[src/inc/mpm_pkg.sv]
package mpm_pkg;
  localparam logic [5:0] OFS_MAIN_CTRL = 6'h00;
  localparam logic [5:0] OFS_SYNC_CTRL = 6'h04;
  localparam logic [5:0] OFS_DUTY0_LO = 6'h08;
  localparam logic [5:0] OFS_DUTY0_HI = 6'h0C;
  localparam logic [5:0] OFS_DUTY1_LO = 6'h10;
  localparam logic [5:0] OFS_DUTY1_HI = 6'h14;
  localparam logic [5:0] OFS_PERIOD_LO = 6'h18;
  localparam logic [5:0] OFS_PERIOD_HI = 6'h1C;
  localparam logic [5:0] OFS_COUNT_LO = 6'h20;
  localparam logic [5:0] OFS_COUNT_HI = 6'h24;
  localparam logic [5:0] OFS_MASK_CFG = 6'h28;
  localparam logic [5:0] OFS_DRV_STATUS = 6'h2C;
  localparam logic [5:0] OFS_MASK_EN = 6'h30;
  localparam logic [5:0] OFS_MASK_LVL = 6'h34;
  localparam logic [5:0] OFS_AUX_CTRL = 6'h38;
  localparam int CTRL_RELOAD_BIT = 0;
  localparam int CTRL_IRQ_LSB = 1;
  localparam int CTRL_ON_BIT = 3;
  localparam int CTRL_CKS_LSB = 4;
  localparam int CTRL_ALIGN_LSB = 6;
  localparam int SYNC_COPY_BIT = 0;
  localparam int SYNC_EN_BIT = 1;
  localparam int SYNC_REQ_BIT = 2;
  localparam int SYNC_QUICK_BIT = 3;
  localparam int MCF_SIDE_BIT = 0;
  localparam int MCF_PROTECTION_OUTPUT_SELECT_BIT = 1;
  localparam int MCF_OE_BIT = 2;
  localparam int MCF_NONCOMP_BIT = 3;
  localparam int MCF_SWMASK_BIT = 7;
  localparam int AUX_BRAKE_BIT = 0;
  localparam int AUX_GPIO_LSB = 4;
  localparam int ST_GAT_BIT = 5;
  localparam int CH_AH = 0;
  localparam int CH_AL = 1;
  localparam int CH_BH = 2;
  localparam int CH_BL = 3;
  localparam logic [7:0] MAIN_CTRL_RST = 8'h00;
  localparam logic [3:0] SYNC_CTRL_RST = 4'h0;
  localparam logic [7:0] MCF_RST = 8'h04;
  localparam logic [7:0] MCF_WMASK = 8'h8F;
  localparam logic [7:0] AUX_RST = 8'h00;
  localparam logic [7:0] AUX_WMASK = 8'hF1;
  localparam logic [9:0] VAL10_RST = 10'h000;
  localparam logic [1:0] ALIGN_CENTRE2 = 2'h3;
  localparam logic [1:0] CKS_DIV1 = 2'h0;
  localparam logic [1:0] CKS_DIV2 = 2'h1;
  localparam logic [1:0] CKS_DIV4 = 2'h2;
  localparam logic [1:0] AXI_OKAY = 2'h0;
  localparam logic [1:0] AXI_SLVERR = 2'h2;
endpackage

[src/hw/mpm_top.sv]
// Register access over AXI4-Lite and the register offsets were left to the implementer.
`timescale 1ns/10ps
`default_nettype none
module mpm_top import mpm_pkg::*; (
  input wire logic clk_sys_in,
  input wire logic rstn_in,
  input wire logic [5:0] s_axi_awaddr_in,
  input wire logic s_axi_awvalid_in,
  output logic s_axi_awready_out,
  input wire logic [31:0] s_axi_wdata_in,
  input wire logic [3:0] s_axi_wstrb_in,
  input wire logic s_axi_wvalid_in,
  output logic s_axi_wready_out,
  output logic [1:0] s_axi_bresp_out,
  output logic s_axi_bvalid_out,
  input wire logic s_axi_bready_in,
  input wire logic [5:0] s_axi_araddr_in,
  input wire logic s_axi_arvalid_in,
  output logic s_axi_arready_out,
  output logic [31:0] s_axi_rdata_out,
  output logic [1:0] s_axi_rresp_out,
  output logic s_axi_rvalid_out,
  input wire logic s_axi_rready_in,
  input wire logic decode_a_high_in,
  input wire logic decode_a_low_in,
  input wire logic decode_b_high_in,
  input wire logic decode_b_low_in,
  input wire logic protect_in,
  input wire logic filtered_hall_input_in,
  output logic pair_a_high_out,
  output logic pair_a_low_out,
  output logic pair_b_high_out,
  output logic pair_b_low_out,
  output logic duty_event_out
);

  typedef struct packed {
    logic [7:0] ctrl;
    logic [3:0] sync;
    logic [7:0] motor_mask_config;
    logic [7:0] aux;
    logic [3:0] men;
    logic [3:0] mlvl;
    logic [1:0] hold_d0;
    logic [1:0] hold_d1;
    logic [1:0] hold_p;
    logic [9:0] buf_d0;
    logic [9:0] buf_d1;
    logic [9:0] buf_p;
    logic [9:0] act_d0;
    logic [9:0] act_d1;
    logic [9:0] act_p;
    logic [9:0] cnt;
    logic down;
    logic [2:0] div;
    logic [3:0] dec;
    logic [3:0] gate;
    logic evt;
    logic awr;
    logic wr;
    logic bv;
    logic [1:0] bresp;
    logic arr;
    logic rv;
    logic [31:0] rdata;
    logic [1:0] rresp;
  } mpm_state_s;

  mpm_state_s st_r;
  mpm_state_s st_nxt;

  // {high, low} of one pair from its two-bit decode
  function automatic logic [1:0] mpm_hw_pair(input logic [1:0] dec, input logic pwm,
                                             input logic side, input logic noncomp);
    logic npwm;
    logic [1:0] o;
    npwm = noncomp ? 1'b0 : ~pwm;
    o = 2'b00;
    case (dec)
      2'b01: o = side ? 2'b01 : {npwm, pwm};
      2'b10: o = side ? {pwm, npwm} : 2'b10;
      default: o = 2'b00;
    endcase
    return o;
  endfunction

  // {high, low}; a channel masked beside a live one cannot be held high
  function automatic logic [1:0] mpm_sw_pair(input logic [1:0] en, input logic [1:0] lvl,
                                             input logic pwm);
    logic [1:0] o;
    o[1] = en[1] ? lvl[1] : pwm;
    o[0] = en[0] ? lvl[0] : pwm;
    if (&en && &lvl) begin
      o = 2'b00;
    end else if (^en) begin
      o = {en[1] ? 1'b0 : pwm, en[0] ? 1'b0 : pwm};
    end
    return o;
  endfunction

  logic on, centre, tick, peak, under, ovf, rpoint, ld, quick;
  logic pwm0, pwm1, aw_hs, ar_hs, we;
  logic [1:0] align, cks;
  logic [3:0] dec_in, men_eff;
  logic [7:0] wb;

  assign on = st_r.ctrl[CTRL_ON_BIT];
  assign align = st_r.ctrl[CTRL_ALIGN_LSB +: 2];
  assign cks = st_r.ctrl[CTRL_CKS_LSB +: 2];
  assign centre = align[1];
  // one-cycle enable from the divider keeps a single clock domain
  assign tick = (cks == CKS_DIV1) ? 1'b1 :
                (cks == CKS_DIV2) ? st_r.div[0] :
                (cks == CKS_DIV4) ? &st_r.div[1:0] : &st_r.div;
  assign peak = on & tick & centre & ~st_r.down & (st_r.cnt >= st_r.act_p);
  assign under = on & tick & centre & st_r.down & (st_r.cnt <= 10'h001);
  assign ovf = on & tick & ~centre & (st_r.cnt >= st_r.act_p);
  assign rpoint = ovf | under | (peak & (align == ALIGN_CENTRE2));
  // a stopped counter has no boundary, so buffers pass straight through
  assign ld = st_r.ctrl[CTRL_RELOAD_BIT] & (rpoint | ~on);
  assign quick = st_r.sync[SYNC_QUICK_BIT];
  assign pwm0 = on & (st_r.cnt < st_r.act_d0);
  assign pwm1 = on & (st_r.cnt < st_r.act_d1);
  assign dec_in = {decode_b_low_in, decode_b_high_in, decode_a_low_in, decode_a_high_in};
  assign men_eff = st_r.men & ~st_r.aux[AUX_GPIO_LSB +: 4];
  assign aw_hs = st_r.awr & s_axi_awvalid_in & st_r.wr & s_axi_wvalid_in;
  assign ar_hs = st_r.arr & s_axi_arvalid_in;
  assign we = aw_hs & s_axi_wstrb_in[0];
  assign wb = s_axi_wdata_in[7:0];

  always_comb begin
    logic p0, p1;
    logic [1:0] pa, pb;
    logic [7:0] rb;
    logic hit;
    st_nxt = st_r;
    p0 = 1'b0;
    p1 = 1'b0;
    pa = 2'b00;
    pb = 2'b00;
    rb = 8'h00;
    hit = 1'b1;
    // counter
    st_nxt.div = on ? st_r.div + 3'd1 : 3'd0;
    if (on && tick) begin
      if (!centre) begin
        st_nxt.cnt = ovf ? 10'h000 : st_r.cnt + 10'd1;
        st_nxt.down = 1'b0;
      end else if (!st_r.down) begin
        st_nxt.cnt = peak ? st_r.cnt - 10'd1 : st_r.cnt + 10'd1;
        st_nxt.down = peak;
      end else begin
        st_nxt.cnt = under ? 10'h000 : st_r.cnt - 10'd1;
        st_nxt.down = ~under;
      end
    end
    st_nxt.evt = on & tick & centre & (st_r.cnt == st_r.act_d0) &
                 (st_r.down ? st_r.ctrl[CTRL_IRQ_LSB + 1] : st_r.ctrl[CTRL_IRQ_LSB]);
    // buffered reload; the hardware clear is applied before a bus write so a set wins
    if (ld) begin
      st_nxt.act_p = st_r.buf_p;
      if (st_r.sync[SYNC_EN_BIT]) begin
        if (st_r.sync[SYNC_REQ_BIT]) begin
          st_nxt.act_d0 = st_r.buf_d0;
          st_nxt.act_d1 = st_r.buf_d1;
          st_nxt.sync[SYNC_REQ_BIT] = 1'b0;
        end
      end else begin
        st_nxt.act_d0 = st_r.buf_d0;
        st_nxt.act_d1 = st_r.buf_d1;
      end
    end
    // phase change waits for the next rpoint unless quick update is on or the counter is stopped
    if (quick || rpoint || !on) begin
      st_nxt.dec = dec_in;
    end
    // register writes
    st_nxt.awr = 1'b0;
    st_nxt.wr = 1'b0;
    if (s_axi_awvalid_in && s_axi_wvalid_in && !st_r.awr && !st_r.bv) begin
      st_nxt.awr = 1'b1;
      st_nxt.wr = 1'b1;
    end
    if (aw_hs) begin
      st_nxt.bv = 1'b1;
      st_nxt.bresp = AXI_OKAY;
      case (s_axi_awaddr_in)
        OFS_MAIN_CTRL, OFS_SYNC_CTRL, OFS_DUTY0_LO, OFS_DUTY0_HI, OFS_DUTY1_LO,
        OFS_DUTY1_HI, OFS_PERIOD_LO, OFS_PERIOD_HI, OFS_COUNT_LO, OFS_COUNT_HI,
        OFS_MASK_CFG, OFS_DRV_STATUS, OFS_MASK_EN, OFS_MASK_LVL, OFS_AUX_CTRL: ;
        default: st_nxt.bresp = AXI_SLVERR;
      endcase
    end else if (st_r.bv && s_axi_bready_in) begin
      st_nxt.bv = 1'b0;
    end
    if (we) begin
      case (s_axi_awaddr_in)
        OFS_MAIN_CTRL: st_nxt.ctrl = wb;
        OFS_SYNC_CTRL: st_nxt.sync = wb[3:0];
        OFS_DUTY0_HI: st_nxt.hold_d0 = wb[1:0];
        OFS_DUTY1_HI: st_nxt.hold_d1 = wb[1:0];
        OFS_PERIOD_HI: st_nxt.hold_p = wb[1:0];
        OFS_DUTY0_LO: begin
          st_nxt.buf_d0 = {st_r.hold_d0, wb};
          if (st_r.sync[SYNC_COPY_BIT] && st_r.ctrl[CTRL_RELOAD_BIT]) begin
            st_nxt.buf_d1 = {st_r.hold_d0, wb};
          end
        end
        OFS_DUTY1_LO: st_nxt.buf_d1 = {st_r.hold_d1, wb};
        OFS_PERIOD_LO: st_nxt.buf_p = {st_r.hold_p, wb};
        OFS_MASK_CFG: st_nxt.motor_mask_config = wb & MCF_WMASK;
        OFS_MASK_EN: st_nxt.men = wb[3:0];
        OFS_MASK_LVL: st_nxt.mlvl = wb[3:0];
        OFS_AUX_CTRL: st_nxt.aux = wb & AUX_WMASK;
        default: ;
      endcase
    end
    // register reads; write-only values read as zero
    st_nxt.arr = s_axi_arvalid_in & ~st_r.arr & ~st_r.rv;
    case (s_axi_araddr_in)
      OFS_MAIN_CTRL: rb = st_r.ctrl;
      OFS_SYNC_CTRL: rb = {4'h0, st_r.sync};
      OFS_COUNT_LO: rb = st_r.cnt[7:0];
      OFS_COUNT_HI: rb = {6'h00, st_r.cnt[9:8]};
      OFS_MASK_CFG: rb = st_r.motor_mask_config;
      OFS_DRV_STATUS: rb = {2'b00, st_r.gate[CH_AH], st_r.gate[CH_AL], st_r.gate[CH_BH],
                            2'b00, filtered_hall_input_in};
      OFS_MASK_EN: rb = {4'h0, st_r.men};
      OFS_MASK_LVL: rb = {4'h0, st_r.mlvl};
      OFS_AUX_CTRL: rb = st_r.aux;
      OFS_DUTY0_LO, OFS_DUTY0_HI, OFS_DUTY1_LO, OFS_DUTY1_HI,
      OFS_PERIOD_LO, OFS_PERIOD_HI: rb = 8'h00;
      default: hit = 1'b0;
    endcase
    if (ar_hs) begin
      st_nxt.rv = 1'b1;
      st_nxt.rdata = {24'h000000, rb};
      st_nxt.rresp = hit ? AXI_OKAY : AXI_SLVERR;
    end else if (st_r.rv && s_axi_rready_in) begin
      st_nxt.rv = 1'b0;
    end
    // mask stage; a cleared output enable holds the drive unmodulated
    p0 = st_r.motor_mask_config[MCF_OE_BIT] ? pwm0 : 1'b1;
    p1 = st_r.motor_mask_config[MCF_OE_BIT] ? pwm1 : 1'b1;
    if (st_r.motor_mask_config[MCF_SWMASK_BIT]) begin
      pa = mpm_sw_pair({men_eff[CH_AH], men_eff[CH_AL]},
                       {st_r.mlvl[CH_AH], st_r.mlvl[CH_AL]}, p0);
      pb = mpm_sw_pair({men_eff[CH_BH], men_eff[CH_BL]},
                       {st_r.mlvl[CH_BH], st_r.mlvl[CH_BL]}, p1);
    end else begin
      pa = mpm_hw_pair({st_r.dec[CH_AH], st_r.dec[CH_AL]}, p0, st_r.motor_mask_config[MCF_SIDE_BIT],
                       st_r.motor_mask_config[MCF_NONCOMP_BIT]);
      pb = mpm_hw_pair({st_r.dec[CH_BH], st_r.dec[CH_BL]}, p1, st_r.motor_mask_config[MCF_SIDE_BIT],
                       st_r.motor_mask_config[MCF_NONCOMP_BIT]);
    end
    if (st_r.aux[AUX_BRAKE_BIT]) begin
      pa = 2'b01;
      pb = 2'b01;
    end else if (protect_in) begin
      pa = {1'b0, st_r.motor_mask_config[MCF_PROTECTION_OUTPUT_SELECT_BIT]};
      pb = {1'b0, st_r.motor_mask_config[MCF_PROTECTION_OUTPUT_SELECT_BIT]};
    end
    st_nxt.gate = {pb[0], pb[1], pa[0], pa[1]};
  end

  always_ff @(posedge clk_sys_in) begin
    if (!rstn_in) begin
      st_r <= '0;
      st_r.ctrl <= MAIN_CTRL_RST;
      st_r.sync <= SYNC_CTRL_RST;
      st_r.motor_mask_config <= MCF_RST;
      st_r.aux <= AUX_RST;
      st_r.buf_p <= VAL10_RST;
    end else begin
      st_r <= st_nxt;
    end
  end

  assign s_axi_awready_out = st_r.awr;
  assign s_axi_wready_out = st_r.wr;
  assign s_axi_bvalid_out = st_r.bv;
  assign s_axi_bresp_out = st_r.bresp;
  assign s_axi_arready_out = st_r.arr;
  assign s_axi_rvalid_out = st_r.rv;
  assign s_axi_rdata_out = st_r.rdata;
  assign s_axi_rresp_out = st_r.rresp;
  assign pair_a_high_out = st_r.gate[CH_AH];
  assign pair_a_low_out = st_r.gate[CH_AL];
  assign pair_b_high_out = st_r.gate[CH_BH];
  assign pair_b_low_out = st_r.gate[CH_BL];
  assign duty_event_out = st_r.evt;
endmodule
`default_nettype wire

[config.mk]
export PLATFORM = sky130hd
export DESIGN_NAME = mpm_top
export DESIGN_NICKNAME = d
export VERILOG_FILES = /design/src/inc/mpm_pkg.sv /design/src/hw/mpm_top.sv
export SDC_FILE = /design/constraint.sdc
export NUM_CORES = 1
export LEC_CHECK = 0
export ABC_AREA = 1
export BUFFER_PORTS_ARGS = -buffer_cell sky130_fd_sc_hd__buf_2
export CORE_ASPECT_RATIO = 1.5
export CORE_MARGIN = 10
export CORE_UTILIZATION = 40
export CTS_BUF_LIST = sky130_fd_sc_hd__clkbuf_8
export CTS_CLUSTER_SIZE = 10
export DETAILED_ROUTE_END_ITERATION = 6
export GPL_ROUTABILITY_DRIVEN = 0
export SLEW_MARGIN = 10
export SYNTH_ARGS = -nofsm -noshare
export SYNTH_HDL_FRONTEND = slang
export SYNTH_SLANG_ARGS = --single-unit
[constraint.sdc]
create_clock -name clk_sys_in -period 3.8 [get_ports clk_sys_in]
set_input_delay 0.19 -clock clk_sys_in [delete_from_list [all_inputs] [get_ports clk_sys_in]]
set_output_delay 0.19 -clock clk_sys_in [all_outputs]
set_load 0.005 [all_outputs]
==> out/results.ini <==
[sta]
final.period_utilization_pct = 69.12
worstMarginPinSlew_ps = 819.9
tns_ps = 0
fmax_mhz = 380.7
final_max_slew_viol_count = 0
rsz0062_at_grt = false
hold_viol = 0
setup_viol = 0
fin_crit_ps = 2627
max_slew_margin_pct = 45.28
skew_ps = 10.16
fin_ws_ps = 1173

[worst_setup_path]
worstPathRequired_ps = 4160
reg2reg_from = st_r[55]
start_kind = flop
end_kind = flop
ff2ff_path_depth = 11
r2r-end = st_r[49]
path_max_fanout = 13
critPathLaunch = st_r[55]
crit_arrival_ps = 2990
path_class = flop to flop
r2r_slack_ps = 1170

[hold_path]
holdPathEnd = pair_a_low_out
worstHoldStart = protect_in
min_path_type = primary input to flop
whs_path_depth = 4

[die]
die_x_um = 130.5
die_h_um = 185.8
design.die.area_mm2 = 0.02425
start_util_pct = 40.84
core_area_mm2 = 0.01794
io_pins = 107
rows = 60

[power]
pwr_density_cell_mw_per_mm2 = 332.6
p_leak_uw = 0.003743
vdd_drop_max_mv = 0.2248

[synth]
seq_area_frac_synth_pct = 36.33
netlist_area_mm2 = 0.007328
synthDistinctLibCells = 36
syn_avg_cell_area_um2 = 6.798
synth_edf_count = 0
syn_inst = 1078
synth_top_area_share_pct = 36.33
synthArstFlopShare_pct = 0
synth.top_cells.by_count = nand2_1, inv_1, nor2_1
ys_warn_count = 0
synth_flop_cell = dfxtp_1
synth_top_area_cell = dfxtp_1
synth-seq-cells = 133
ys_top_cells_by_area = dfxtp_1, nand2_1, inv_1, nor2_1, ha_1
yosysMostFrequentCell = nand2_1

[clocking]
cts_setup_buffers = 0
clock_path_buffers = 2
cts_resized = 0
cts_buffers = 17
clk_latency_ps = 440
tritoncts = built
clkSlewWorstSetupHoldPaths_ps = 80
cts.hold.buffers_added = 9
clockRootBuffer = clkbuf_8
cts.sinks = 133
htree_levels = 4

[global_route]
grt_use_total_pct = 16.49
met2_usage_pct = 29.30
antenna_found_initial = 0
grt_use_met3_pct = 2.563
grt_pass1_wl_um = 31400
grt_max_degree = 43
grt_pass1_vias = 6196
grt_overflow_total = 0
global_route.usage.met1_pct = 18.74
grt-busiest-layer = met2

[detailed_routing]
final_antenna_net_count = 0
vias = 6572
drcViolationCount = 0
vias_per_cell = 4.854
wl_per_cell_um = 14.65
drtPass1Iterations = 5
drtIter0Drc = 316
drt-total-wl_um = 19830

[place]
dp_slack_ps = 1171
post-dp-hpwl_um = 14550
placed_cells = 1314
place.port_buffers = 53

[final_layout]
drive_above_1_share_pct = 9.499
n_antenna_cell = 0
stdcell_count = 1354
areaGrowthSynthToFinish_pct = 10.18
nets = 1226

[run]
drv_cap = 0

[outcome]
run_status = complete, no violations

==> worst max path at each step <==
stage,endpoint,slack [ps],depth (start not counted)
2_1_floorplan,st_r[57],1830,14
3_3_place_gp,st_r[48],1210,13
3_5_place_dp,st_r[49],1170,13
4_1_cts,st_r[49],1140,13
5_1_grt,st_r[48],890,13
6_report,st_r[49],1170,11
==> sequential cells by signal, summed over array words and instances (netlist names) <==
| name | count |
|---|---|
| align | 2 |
| cks | 2 |
| duty_event_out | 1 |
| on | 1 |
| pair_a_high_out | 1 |
| pair_a_low_out | 1 |
| pair_b_high_out | 1 |
| pair_b_low_out | 1 |
| quick | 1 |
| s_axi_arready_out | 1 |
| s_axi_awready_out | 1 |
| s_axi_bresp_out | 1 |
| s_axi_bvalid_out | 1 |
| s_axi_rdata_out | 8 |
| s_axi_rresp_out | 1 |
| s_axi_rvalid_out | 1 |
| st_r | 108 |
==> critical path, stage by stage (launching register included) <==
cell,delay (ps)
dfxtp_1,590
inv_1,170
ha_1,260
nand2_2,100
nand2_1,50
nand2_1,100
nor2_1,70
nor2_2,120
nand3_2,330
nor2_1,510
nand2_1,100
a21oi_1,130
==> layout by cell type, fill, tap and decap left out <==
master,netlist,final
nand2_1,212,212
inv_1,159,162
nor2_1,147,147
dfxtp_1,133,133
o21ai_0,86,86
a21oi_1,78,78
buf_2,5,53
nand3_1,48,48
ha_1,40,40
nand4_1,27,27
conb_1,1,26
clkbuf_8,0,19
xor2_1,14,14
buf_4,40,13
o21ai_1,10,10
dlygate4sd3_1,0,9
nor3_1,7,7
o211ai_1,6,6
nand3b_1,5,5
o21bai_1,4,4
a31oi_1,4,4
clkinv_2,0,4
inv_2,3,3
nand3_2,3,3
nor4_1,3,3
o2111ai_1,3,3
nor2_4,2,2
nand2_2,2,2
nor2_2,2,2
bufinv_16,0,2
clkinvlp_4,0,2
a21o_1,1,1
nor3_4,1,1
clkinv_1,1,1
a41oi_1,1,1
or2_2,1,1
o31ai_1,1,1
o221ai_1,1,1
clkinv_4,0,1
==> metrics by stage <==
step	util, %	hold WS, ps	power (uW)	instance area, um2
floorplan	-	308.3	1524	7422
global placement	42.40	425.3	1555	7607
detailed placement	42.40	429.7	1556	7607
CTS	45.00	29.62	2712	8074
global route	45.00	72.76	2793	8074
finish	45.00	50.10	2686	8074
==> area by class of cell <==
| type | count | area (um2) |
|---|---|---|
| clock buffer | 19 | 261.5 |
| clock inverter | 12 | 115.1 |
| fill | 1923 | 9868 |
| inverter | 163 | 611.8 |
| multi-input combinational | 735 | 3699 |
| sequential | 133 | 2663 |
| tap | 217 | 271.5 |
| timing repair buffer | 75 | 452.9 |
==> layer usage <==
layer | wire length [um] | share of wire [%]
met5 | 0 | 0
met4 | 595 | 3.0
met3 | 841 | 4.2
met2 | 10030 | 51
met1 | 8367 | 42
==> cell families (layout without fill, tap and decap cells) <==
| family | count (synthesis) | after routing | share of synthesized area, % |
|---|---|---|---|
| AO/OA/AOI/OAI | 195 | 195 | 14.05 |
| XOR/XNOR | 14 | 14 | 1.673 |
| adder cells (fa/ha/maj) | 40 | 40 | 6.829 |
| buffers and inverters | 235 | 269 | 14.48 |
| flip-flops | 133 | 133 | 36.33 |
| other | 1 | 26 | 0.05117 |
| AND/OR/NAND/NOR | 460 | 460 | 26.58 |
==> power by group <==
part / internal [uW] / leakage [uW] / switching (uW)
Combinational: 42.9 / 0.00247 / 86.5
Clock: 603 / 0.000201 / 551
Sequential: 1400 / 0.00107 / 3.66
No activity file was read; power rests on OpenSTA's default activity.
